<file path="src/include/mrib_params.svh">
// Purpose: Shared offsets, field positions, reset values and counts for the mode register block
// Assumes: 200 MHz core_clk
// Notes: Included by both ends, the link checker and the bench; the package does not include it
`ifndef MRIB_PARAMS_SVH
`define MRIB_PARAMS_SVH
// Mode addresses
`define MRIB_INFO_ADDR 8'h00
`define MRIB_FEAT_ADDR 8'h01
// Information register fields
`define MRIB_INFO_INIT_BIT 0
`define MRIB_INFO_TYPE_BIT 1
`define MRIB_INFO_DNV_BIT 2
`define MRIB_INFO_ZQ_LSB 3
`define MRIB_INFO_ZQ_MSB 4
// Feature register fields
`define MRIB_FEAT_BL_LSB 0
`define MRIB_FEAT_BL_MSB 2
`define MRIB_FEAT_BT_BIT 3
`define MRIB_FEAT_WC_BIT 4
`define MRIB_FEAT_WR_LSB 5
`define MRIB_FEAT_WR_MSB 7
`define MRIB_FEAT_RESET 8'h22
// Burst length codes
`define MRIB_BL4 3'h2
`define MRIB_BL8 3'h3
`define MRIB_BL16 3'h4
// Write recovery code range and offset to cycles
`define MRIB_WR_MIN 3'h1
`define MRIB_WR_MAX 3'h6
`define MRIB_WR_OFFSET 4'h2
// Self test encodings
`define MRIB_ZQ_NONE 2'h0
`define MRIB_ZQ_VDD 2'h1
`define MRIB_ZQ_GND 2'h2
`define MRIB_ZQ_OK 2'h3
// Device traits
`define MRIB_NONVOLATILE 1'h0
`define MRIB_ZQ_SUPPORTED 1'h1
// Timing: auto init and impedance calibration times in ns
`define MRIB_CLK_PERIOD_NS 5
`define MRIB_INIT_TIME_NS 200
`define MRIB_ZQCAL_TIME_NS 100
`define MRIB_INIT_CYCLES (`MRIB_INIT_TIME_NS / `MRIB_CLK_PERIOD_NS)
`define MRIB_ZQCAL_CYCLES (`MRIB_ZQCAL_TIME_NS / `MRIB_CLK_PERIOD_NS)
`endif

</file>
<file path="src/include/mrib_pkg.sv">
// Purpose: Types shared by both ends of the mode register link
// Assumes: Nothing
// Notes: Constants live in mrib_params.svh
package mrib_pkg;
  // Command codes on the command/address link
  typedef enum logic [2:0] {
    MRIB_OP_READ  = 3'h0,
    MRIB_OP_WRITE = 3'h1,
    MRIB_OP_RDB   = 3'h2,
    MRIB_OP_WRB   = 3'h3,
    MRIB_OP_ZQCAL = 3'h4
  } mrib_op_e;
endpackage

</file>
<file path="src/include/mrib_link_if.sv">
// Purpose: Command/address and return link between controller and device
// Assumes: Single clock shared by both ends
// Notes: No clocking block
`timescale 1ns/1ps
interface mrib_link_if;
  import mrib_pkg::*;
  logic ca_valid;
  mrib_op_e ca_op;
  logic [8:0] ca_addr;
  logic [7:0] ca_data;
  logic ca_ap;
  logic rd_valid;
  logic [7:0] rd_data;
  logic dev_busy;
  logic beat_valid;
  logic [8:0] beat_col;
  modport dev (input ca_valid, ca_op, ca_addr, ca_data, ca_ap,
               output rd_valid, rd_data, dev_busy, beat_valid, beat_col);
  modport ctl (output ca_valid, ca_op, ca_addr, ca_data, ca_ap,
               input rd_valid, rd_data, dev_busy, beat_valid, beat_col);
endinterface

</file>
<file path="src/logic/mrib_device.sv">
// Purpose: Device end: information and feature mode registers, burst column ordering
// Assumes: Controller issues commands only while dev_busy is low
// Notes: Column bit 0 is forced to zero on every burst
//
// Contract
// Read-only info register at address 00h
// Invalid-data capability bit reads zero
// Self-test result encoded in bits 4:3
// Self-test field updated when calibration completes
// Fault result: factory trim, ignore calibrations
// Result 11 proves attachment, not value
// Write-only feature register at address 01h
// Burst length codes 4, 8, 16 beats
// Burst type: sequential 0, interleaved 1
// Wrap control: wrap 0, non-wrap 1
// Write recovery 3..8 cycles before precharge
// BL4 wrap order follows C1 only
// BL4 non-wrap increments linearly from start
// BL8 sequential wraps modulo 8
// BL8 interleaved is start XOR beat
// Column bit 0 treated as zero
// Reserved bits read zero via mode read
// Writes to read-only register change nothing
`timescale 1ns/1ps
`include "mrib_params.svh"
module mrib_device
  import mrib_pkg::*;
(
  // Clock and reset
  input wire logic core_clk,
  input wire logic rst,
  // Link to controller
  mrib_link_if.dev link,
  // Board side: impedance pin self-test sense
  input wire logic [1:0] zq_sense,
  // Device status
  output logic init_done,
  output logic zq_factory_trim,
  output logic zq_cal_busy,
  output logic precharge_start,
  output logic [4:0] burst_beats
);
  typedef enum logic [1:0] {
    MRIB_ST_IDLE  = 2'b00,
    MRIB_ST_BURST = 2'b01,
    MRIB_ST_RECOV = 2'b11
  } mrib_state_e;

  // Column of beat k for the programmed burst mode
  function automatic logic [8:0] mrib_beat_col(input logic [7:0] cfg, input logic [8:0] st, input logic [3:0] k);
    logic [8:0] col;
    col = st;
    case (cfg[`MRIB_FEAT_BL_MSB:`MRIB_FEAT_BL_LSB])
      `MRIB_BL8: begin
        if (cfg[`MRIB_FEAT_BT_BIT])
          col[2:0] = st[2:0] ^ k[2:0];
        else
          col[2:0] = st[2:0] + k[2:0];
      end
      `MRIB_BL16: col[3:0] = st[3:0] + k;
      default: begin
        if (cfg[`MRIB_FEAT_WC_BIT])
          col = st + {5'h00, k};
        else
          col[1:0] = st[1:0] + k[1:0];
      end
    endcase
    return col;
  endfunction

  // Beat count of a burst length code; reserved codes act as 4
  function automatic logic [4:0] mrib_bl_beats(input logic [2:0] code);
    case (code)
      `MRIB_BL8: return 5'h08;
      `MRIB_BL16: return 5'h10;
      default: return 5'h04;
    endcase
  endfunction

  localparam logic [7:0] INIT_CNT = 8'(`MRIB_INIT_CYCLES);
  localparam logic [7:0] ZQ_CNT = 8'(`MRIB_ZQCAL_CYCLES);

  mrib_state_e state;
  logic [7:0] feat;
  logic [1:0] zq_field;
  logic [7:0] init_cnt;
  logic [7:0] zq_cnt;
  logic [8:0] start_col;
  logic start_ap;
  logic start_wr;
  logic [3:0] beat;
  logic [3:0] wr_cnt;
  logic [4:0] beats_now;
  logic [7:0] info_val;
  logic take;
  logic zq_fault;

  assign take = link.ca_valid && state == MRIB_ST_IDLE;
  assign beats_now = mrib_bl_beats(feat[`MRIB_FEAT_BL_MSB:`MRIB_FEAT_BL_LSB]);
  assign zq_fault = zq_field == `MRIB_ZQ_VDD || zq_field == `MRIB_ZQ_GND;

  // Info register image; bits 7:5 and the invalid-data bit stay zero
  always_comb begin
    info_val = 8'h00;
    info_val[`MRIB_INFO_INIT_BIT] = ~init_done;
    info_val[`MRIB_INFO_TYPE_BIT] = `MRIB_NONVOLATILE;
    info_val[`MRIB_INFO_DNV_BIT] = 1'b0;
    info_val[`MRIB_INFO_ZQ_MSB:`MRIB_INFO_ZQ_LSB] = zq_field;
  end

  // Auto-initialization runs for a fixed time after reset
  always_ff @(posedge core_clk or posedge rst) begin
    if (rst) begin
      init_cnt <= 8'h00;
      init_done <= 1'b0;
    end else if (!init_done) begin
      init_cnt <= init_cnt + 8'h01;
      if (init_cnt == INIT_CNT - 8'h01)
        init_done <= 1'b1;
    end
  end

  // Feature register; writes to the info address are dropped
  always_ff @(posedge core_clk or posedge rst) begin
    if (rst) begin
      feat <= `MRIB_FEAT_RESET;
    end else if (take && link.ca_op == MRIB_OP_WRITE && link.ca_addr[7:0] == `MRIB_FEAT_ADDR) begin
      feat <= link.ca_data;
    end
  end

  // Mode register read answer one cycle after the command
  always_ff @(posedge core_clk or posedge rst) begin
    if (rst) begin
      link.rd_valid <= 1'b0;
      link.rd_data <= 8'h00;
    end else begin
      link.rd_valid <= take && link.ca_op == MRIB_OP_READ;
      if (take && link.ca_op == MRIB_OP_READ)
        link.rd_data <= (link.ca_addr[7:0] == `MRIB_INFO_ADDR) ? info_val : 8'h00;
    end
  end

  // Impedance calibration; a fault result locks out later calibrations
  always_ff @(posedge core_clk or posedge rst) begin
    if (rst) begin
      zq_cnt <= 8'h00;
      zq_cal_busy <= 1'b0;
      zq_field <= `MRIB_ZQ_NONE;
      zq_factory_trim <= 1'b0;
    end else if (zq_cal_busy) begin
      zq_cnt <= zq_cnt - 8'h01;
      if (zq_cnt == 8'h01) begin
        zq_cal_busy <= 1'b0;
        if (`MRIB_ZQ_SUPPORTED) begin
          zq_field <= zq_sense;
          zq_factory_trim <= zq_sense == `MRIB_ZQ_VDD || zq_sense == `MRIB_ZQ_GND;
        end
      end
    end else if (take && link.ca_op == MRIB_OP_ZQCAL && !zq_fault) begin
      zq_cnt <= ZQ_CNT;
      zq_cal_busy <= 1'b1;
    end
  end

  // Burst sequencer and write recovery
  always_ff @(posedge core_clk or posedge rst) begin
    if (rst) begin
      state <= MRIB_ST_IDLE;
      start_col <= 9'h000;
      start_ap <= 1'b0;
      start_wr <= 1'b0;
      beat <= 4'h0;
      wr_cnt <= 4'h0;
      link.beat_valid <= 1'b0;
      link.beat_col <= 9'h000;
      precharge_start <= 1'b0;
    end else begin
      precharge_start <= 1'b0;
      link.beat_valid <= 1'b0;
      case (state)
        MRIB_ST_IDLE: begin
          if (take && (link.ca_op == MRIB_OP_RDB || link.ca_op == MRIB_OP_WRB)) begin
            start_col <= {link.ca_addr[8:1], 1'b0};
            start_ap <= link.ca_ap;
            start_wr <= link.ca_op == MRIB_OP_WRB;
            beat <= 4'h0;
            state <= MRIB_ST_BURST;
          end
        end
        MRIB_ST_BURST: begin
          link.beat_valid <= 1'b1;
          link.beat_col <= mrib_beat_col(feat, start_col, beat);
          beat <= beat + 4'h1;
          if ({1'b0, beat} == beats_now - 5'h01) begin
            if (start_wr && start_ap) begin
              wr_cnt <= feat[`MRIB_FEAT_WR_MSB:`MRIB_FEAT_WR_LSB] + `MRIB_WR_OFFSET;
              state <= MRIB_ST_RECOV;
            end else begin
              state <= MRIB_ST_IDLE;
            end
          end
        end
        MRIB_ST_RECOV: begin
          wr_cnt <= wr_cnt - 4'h1;
          if (wr_cnt == 4'h1) begin
            precharge_start <= 1'b1;
            state <= MRIB_ST_IDLE;
          end
        end
        default: state <= MRIB_ST_IDLE;
      endcase
    end
  end

  // Busy and burst length status
  always_ff @(posedge core_clk or posedge rst) begin
    if (rst) begin
      link.dev_busy <= 1'b1;
      burst_beats <= 5'h04;
    end else begin
      link.dev_busy <= !init_done || take || state != MRIB_ST_IDLE && !(state == MRIB_ST_BURST
        && {1'b0, beat} == beats_now - 5'h01 && !(start_wr && start_ap))
        || state == MRIB_ST_RECOV && wr_cnt != 4'h1;
      burst_beats <= beats_now;
    end
  end
endmodule

</file>
<file path="src/flat_wrapper.sv">
// flat-port wrapper written by rule: the top's interface ports become plain ports
module mrib_device_flat import mrib_pkg::*;
  (core_clk, rst, zq_sense, init_done, zq_factory_trim, zq_cal_busy, precharge_start, burst_beats, link_ca_valid, link_ca_op, link_ca_addr, link_ca_data, link_ca_ap, link_rd_valid, link_rd_data, link_dev_busy, link_beat_valid, link_beat_col);
  mrib_link_if link_i ();
  input wire logic core_clk;
  input wire logic rst;
  input wire logic [1:0] zq_sense;
  output logic init_done;
  output logic zq_factory_trim;
  output logic zq_cal_busy;
  output logic precharge_start;
  output logic [4:0] burst_beats;
  input wire logic [$bits(link_i.ca_valid)-1:0] link_ca_valid;
  input wire logic [$bits(link_i.ca_op)-1:0] link_ca_op;
  input wire logic [$bits(link_i.ca_addr)-1:0] link_ca_addr;
  input wire logic [$bits(link_i.ca_data)-1:0] link_ca_data;
  input wire logic [$bits(link_i.ca_ap)-1:0] link_ca_ap;
  output wire logic [$bits(link_i.rd_valid)-1:0] link_rd_valid;
  output wire logic [$bits(link_i.rd_data)-1:0] link_rd_data;
  output wire logic [$bits(link_i.dev_busy)-1:0] link_dev_busy;
  output wire logic [$bits(link_i.beat_valid)-1:0] link_beat_valid;
  output wire logic [$bits(link_i.beat_col)-1:0] link_beat_col;
  assign link_i.ca_valid = link_ca_valid;
  assign link_i.ca_op = link_ca_op;
  assign link_i.ca_addr = link_ca_addr;
  assign link_i.ca_data = link_ca_data;
  assign link_i.ca_ap = link_ca_ap;
  assign link_rd_valid = link_i.rd_valid;
  assign link_rd_data = link_i.rd_data;
  assign link_dev_busy = link_i.dev_busy;
  assign link_beat_valid = link_i.beat_valid;
  assign link_beat_col = link_i.beat_col;
  mrib_device u_core (.core_clk(core_clk), .rst(rst), .link(link_i), .zq_sense(zq_sense), .init_done(init_done), .zq_factory_trim(zq_factory_trim), .zq_cal_busy(zq_cal_busy), .precharge_start(precharge_start), .burst_beats(burst_beats));
endmodule
</file>
<file path="config.mk">
export PLATFORM = sky130hd
export DESIGN_NAME = mrib_device_flat
export DESIGN_NICKNAME = d
export VERILOG_FILES = /design/src/include/mrib_pkg.sv /design/src/include/mrib_link_if.sv /design/src/logic/mrib_device.sv /design/src/flat_wrapper.sv
export VERILOG_INCLUDE_DIRS = /design/src /design/src/include
export SDC_FILE = /design/constraint.sdc
export NUM_CORES = 1
export LEC_CHECK = 0
export ABC_AREA = 1
export BUFFER_PORTS_ARGS = -buffer_cell sky130_fd_sc_hd__buf_2
export CAP_MARGIN = 20
export CELL_PAD_IN_SITES_DETAIL_PLACEMENT = 2
export CELL_PAD_IN_SITES_GLOBAL_PLACEMENT = 2
export CORE_MARGIN = 2
export CORE_UTILIZATION = 36
export CTS_CLUSTER_SIZE = 28
export DETAILED_ROUTE_END_ITERATION = 7
export PLACE_DENSITY = 0.85
export RECOVER_POWER = 100
export SYNTH_ARGS = -nofsm -noshare
export SYNTH_HDL_FRONTEND = slang
export SYNTH_SLANG_ARGS = --single-unit
</file>
<file path="constraint.sdc">
create_clock -name core_clk -period 3.55 [get_ports core_clk]
set_clock_uncertainty 0.2 [all_clocks]
set_input_delay 0.355 -clock core_clk [delete_from_list [all_inputs] [get_ports core_clk]]
set_output_delay 0.355 -clock core_clk [all_outputs]
set_load 0.005 [all_outputs]
</file>
==> results.md <==
* Clock sinks at 68
* Vias at 2822
* Layout cells sized above 1 at 0.154
* Slew Viols, Final at 0
* Fmax at 391 MHz
* Clk Latency, worst-skew pair at 350 ps
* IO Count at 55
* Initial antenna violation count at 0
* Final core occ at 0.428
* Post-Layout Inst Area at 0.00396 mm^2
* Fraction of registers with async set or reset after synthesis at 1.00
* Diodes inserted at 0
* Unique cell type count in the Yosys netlist at 39
* Worst min path class: input pin to flip-flop
* Largest net degree at the start of global routing at 37
* Die Y at 102 um
* Iteration-0 DRC Markers at 74
* # nets final at 492
* Top cell type's share of synthesized area at 0.466
* GR Overflow Total at 0
* CTS root buf: clkbuf_8
* Post-placement cell area at 0.00381 mm^2
* Post CTS Setup Buffer Count at 0
* WL/cell at 15.5 um
* Synth warnings at 0
* Global-route wire length before repair at 15600 um
* Synth area leaders: dfrtp_1 (47%), nand2_1 (11%), inv_1 (6.2%)
* CP Capture Type: flip-flop
* Post-route setup TNS at 0 ps
* Clock tree buffer depth at 2
* CTS tree: built
* WP data arrival at 2590 ps
* Finish-stage setup viols at 0
* Die Footprint at 0.0103 mm^2
* Core ar. at 0.00924 mm^2
* Tmin final at 2560 ps
* H-tree depth at 3
* Static Leakage at 2.05 nW
* #FFs+latches synth at 68
* Fill cells at 1068
* Total wire length at 9130 um
* Seq/Total Area, Yosys at 0.497
* Critical path class: flip-flop to flip-flop
* Hold-fix buffers, CTS at 1
* Power per cell area at 715 mW/mm^2
* DP Cell Count at 572
* Synthesized cell area at 0.00344 mm^2
* Crit path required time at 3590 ps
* Status: finished, final reports clean
* # DRC at 0
* Starting density of the core at 0.372
* I/O Buffers at 47
* CTS resizes at 0
* Most area-hungry cell type in the Yosys netlist: dfrtp_1
* Relative slew margins at 0.0362
* Gr usage total at 0.196
* Antenna viol nets, final at 0
* P&R area growth vs syn at 15.1%
* Via/cell ratio at 4.79
* Post-Layout Cell Count at 589
* Reg clk slew, reported paths at 80 ps
* HPWL Detailed at 6550 um
* Mean Syn Cell Area at 8.59 um^2
* Fin crit share at 0.720
* Worst slew pin tran at 1440 ps
* Final hold vios at 0
* Inserted Clock Buffers at 9
* Worst-path fanout max at 15
* Vias in the first global route at 3216
* Post-synth EDFFs at 0
* Max Cap Violations at 0
* Std cell rows at 35
* Gate Count Post-Synth at 400
* CP Launch Type: flip-flop
* Top_reg_cell synth: dfrtp_1
* Gpl congestion at 0.775
* Tot Pwr at 2.83 mW
* Pre-antenna DRT Iters at 4
* Worst VDD drop at 0.246 mV
* RSZ-0062 raised after global routing: false
* Horiz. Die Dim at 102 um
synth_stat cells (2+ instances only):
library cell / instances
a21oi_1: 11
inv_1: 57
nand2_4: 2
nor3_1: 4
nand3_1: 28
dfrtp_1: 64
xnor2_1: 6
buf_2: 4
or2_2: 2
a31oi_1: 2
nand4_1: 10
o21ai_0: 16
nor4_1: 2
buf_4: 7
o22ai_1: 2
nor2_2: 2
o21ai_1: 13
inv_2: 4
nor2_1: 22
dfstp_2: 4
nand2_1: 98
nand3_2: 3
ha_1: 10
xor2_1: 8
nand2_2: 2
mux2_2: 3
nand3_4: 2
routing by layer:
layer,wire [um],GRT usage
met5,0,0
met2,4780,0.360
met1,3960,0.228
met3,312,0.0462
met4,75,0.0499
per-stage QoR:
| stage | setup WS (ps) | hold slack (ps) |
|---|---|---|
| CTS | 1490 | 4.44 |
| finish | 992 | 32.1 |
| floorplan | 1290 | 242 |
| detailed placement | 1480 | 265 |
| global placement | 1550 | 257 |
| global route | 726 | 39.2 |
worst max-delay path: stages, from the launching register on:
cell      delay [ps]
dfrtp_1          410
nand2_1           80
clkbuf_1         560
inv_1            440
o21ai_0          470
nand2_4          120
nand2_1          110
nand2_1           50
cells in the final DEF (no fill, tap or decap), types with 2 or more instances in the layout:
master | synthesis | routed
or2_2 | 2 | 2
nor4_1 | 2 | 2
nor2_2 | 2 | 2
buf_2 | 4 | 36
o21ai_0 | 16 | 28
conb_1 | 1 | 7
mux2_2 | 3 | 3
a21oi_1 | 11 | 11
dfrtp_1 | 64 | 64
inv_1 | 57 | 58
nand2_1 | 98 | 100
ha_1 | 10 | 10
o22ai_1 | 2 | 2
nor2_1 | 22 | 22
xnor2_1 | 6 | 6
nand4_1 | 10 | 10
nand3_4 | 2 | 2
clkbuf_8 | 0 | 12
dfstp_2 | 4 | 3
clkinvlp_4 | 0 | 2
nand2_4 | 2 | 2
a31oi_1 | 2 | 2
inv_2 | 4 | 3
o21ai_1 | 13 | 2
nor3_1 | 4 | 5
clkbuf_1 | 1 | 13
xor2_1 | 8 | 8
nand3_1 | 28 | 30
layout make-up:
| class | instances | area (um^2) | share of cell area |
|---|---|---|---|
| tap | 129 | 161 | 0.0408 |
| multi-input combinational | 265 | 1420 | 0.358 |
| timing repair buffer | 50 | 255 | 0.0645 |
| clock inverter | 3 | 20.0 | 0.00506 |
| sequential | 68 | 1710 | 0.431 |
| clock buffer | 13 | 169 | 0.0427 |
| inverter | 61 | 229 | 0.0579 |
registers in the layout, indices dropped and copies added, names as in the netlist, 2 cells and up:
register,cells
u_core.beat,4
u_core.zq_cnt,8
u_core.zq_field,2
u_core.feat,8
u_core.init_cnt,8
u_core.wr_cnt,4
u_core.burst_beats,3
u_core.start_col,8
u_core.state,2
u_core.link.beat_col,9
u_core.link.rd_data,3
report_power, final:
| group | total [mW] | internal, mW | switching, mW |
|---|---|---|---|
| sequential | 1.20 | 1.00 | 0.197 |
| clock | 0.621 | 0.310 | 0.311 |
| combinational | 1.01 | 0.366 | 0.641 |
| total | 2.83 | 1.68 | 1.15 |
cell families (layout without fill, tap and decap cells):
| group | Yosys count | count (layout) | synth area share |
|---|---|---|---|
| multiplexers | 4 | 4 | 0.0127 |
| buffers and inverters | 73 | 127 | 0.0888 |
| adder cells (fa/ha/maj) | 11 | 11 | 0.0422 |
| other | 1 | 7 | 0.00109 |
| flip-flops | 68 | 68 | 0.497 |
| XOR/XNOR | 14 | 14 | 0.0357 |
| AO/OA/AOI/OAI | 49 | 49 | 0.0790 |
| AND/OR/NAND/NOR | 180 | 180 | 0.244 |
worst paths after layout:
| path | from | endpoint | slack [ps] | depth (start not counted) |
|---|---|---|---|---|
| min in group asynchronous | rst | u_core.zq_cnt[5] | 780 | 3 |
| hold reg to reg | u_core.wr_cnt[1] | u_core.wr_cnt[1] | 280 | 2 |
| max in group asynchronous | rst | u_core.burst_beats[2] | 1470 | 4 |
| setup reg to reg | u_core.state[0] | u_core.wr_cnt[0] | 990 | 7 |
| hold / removal | link_ca_data[1] | u_core.feat[1] | 30 | 3 |
| setup / recovery | u_core.state[0] | u_core.wr_cnt[0] | 990 | 7 |
(Power assumes the default switching activity.)
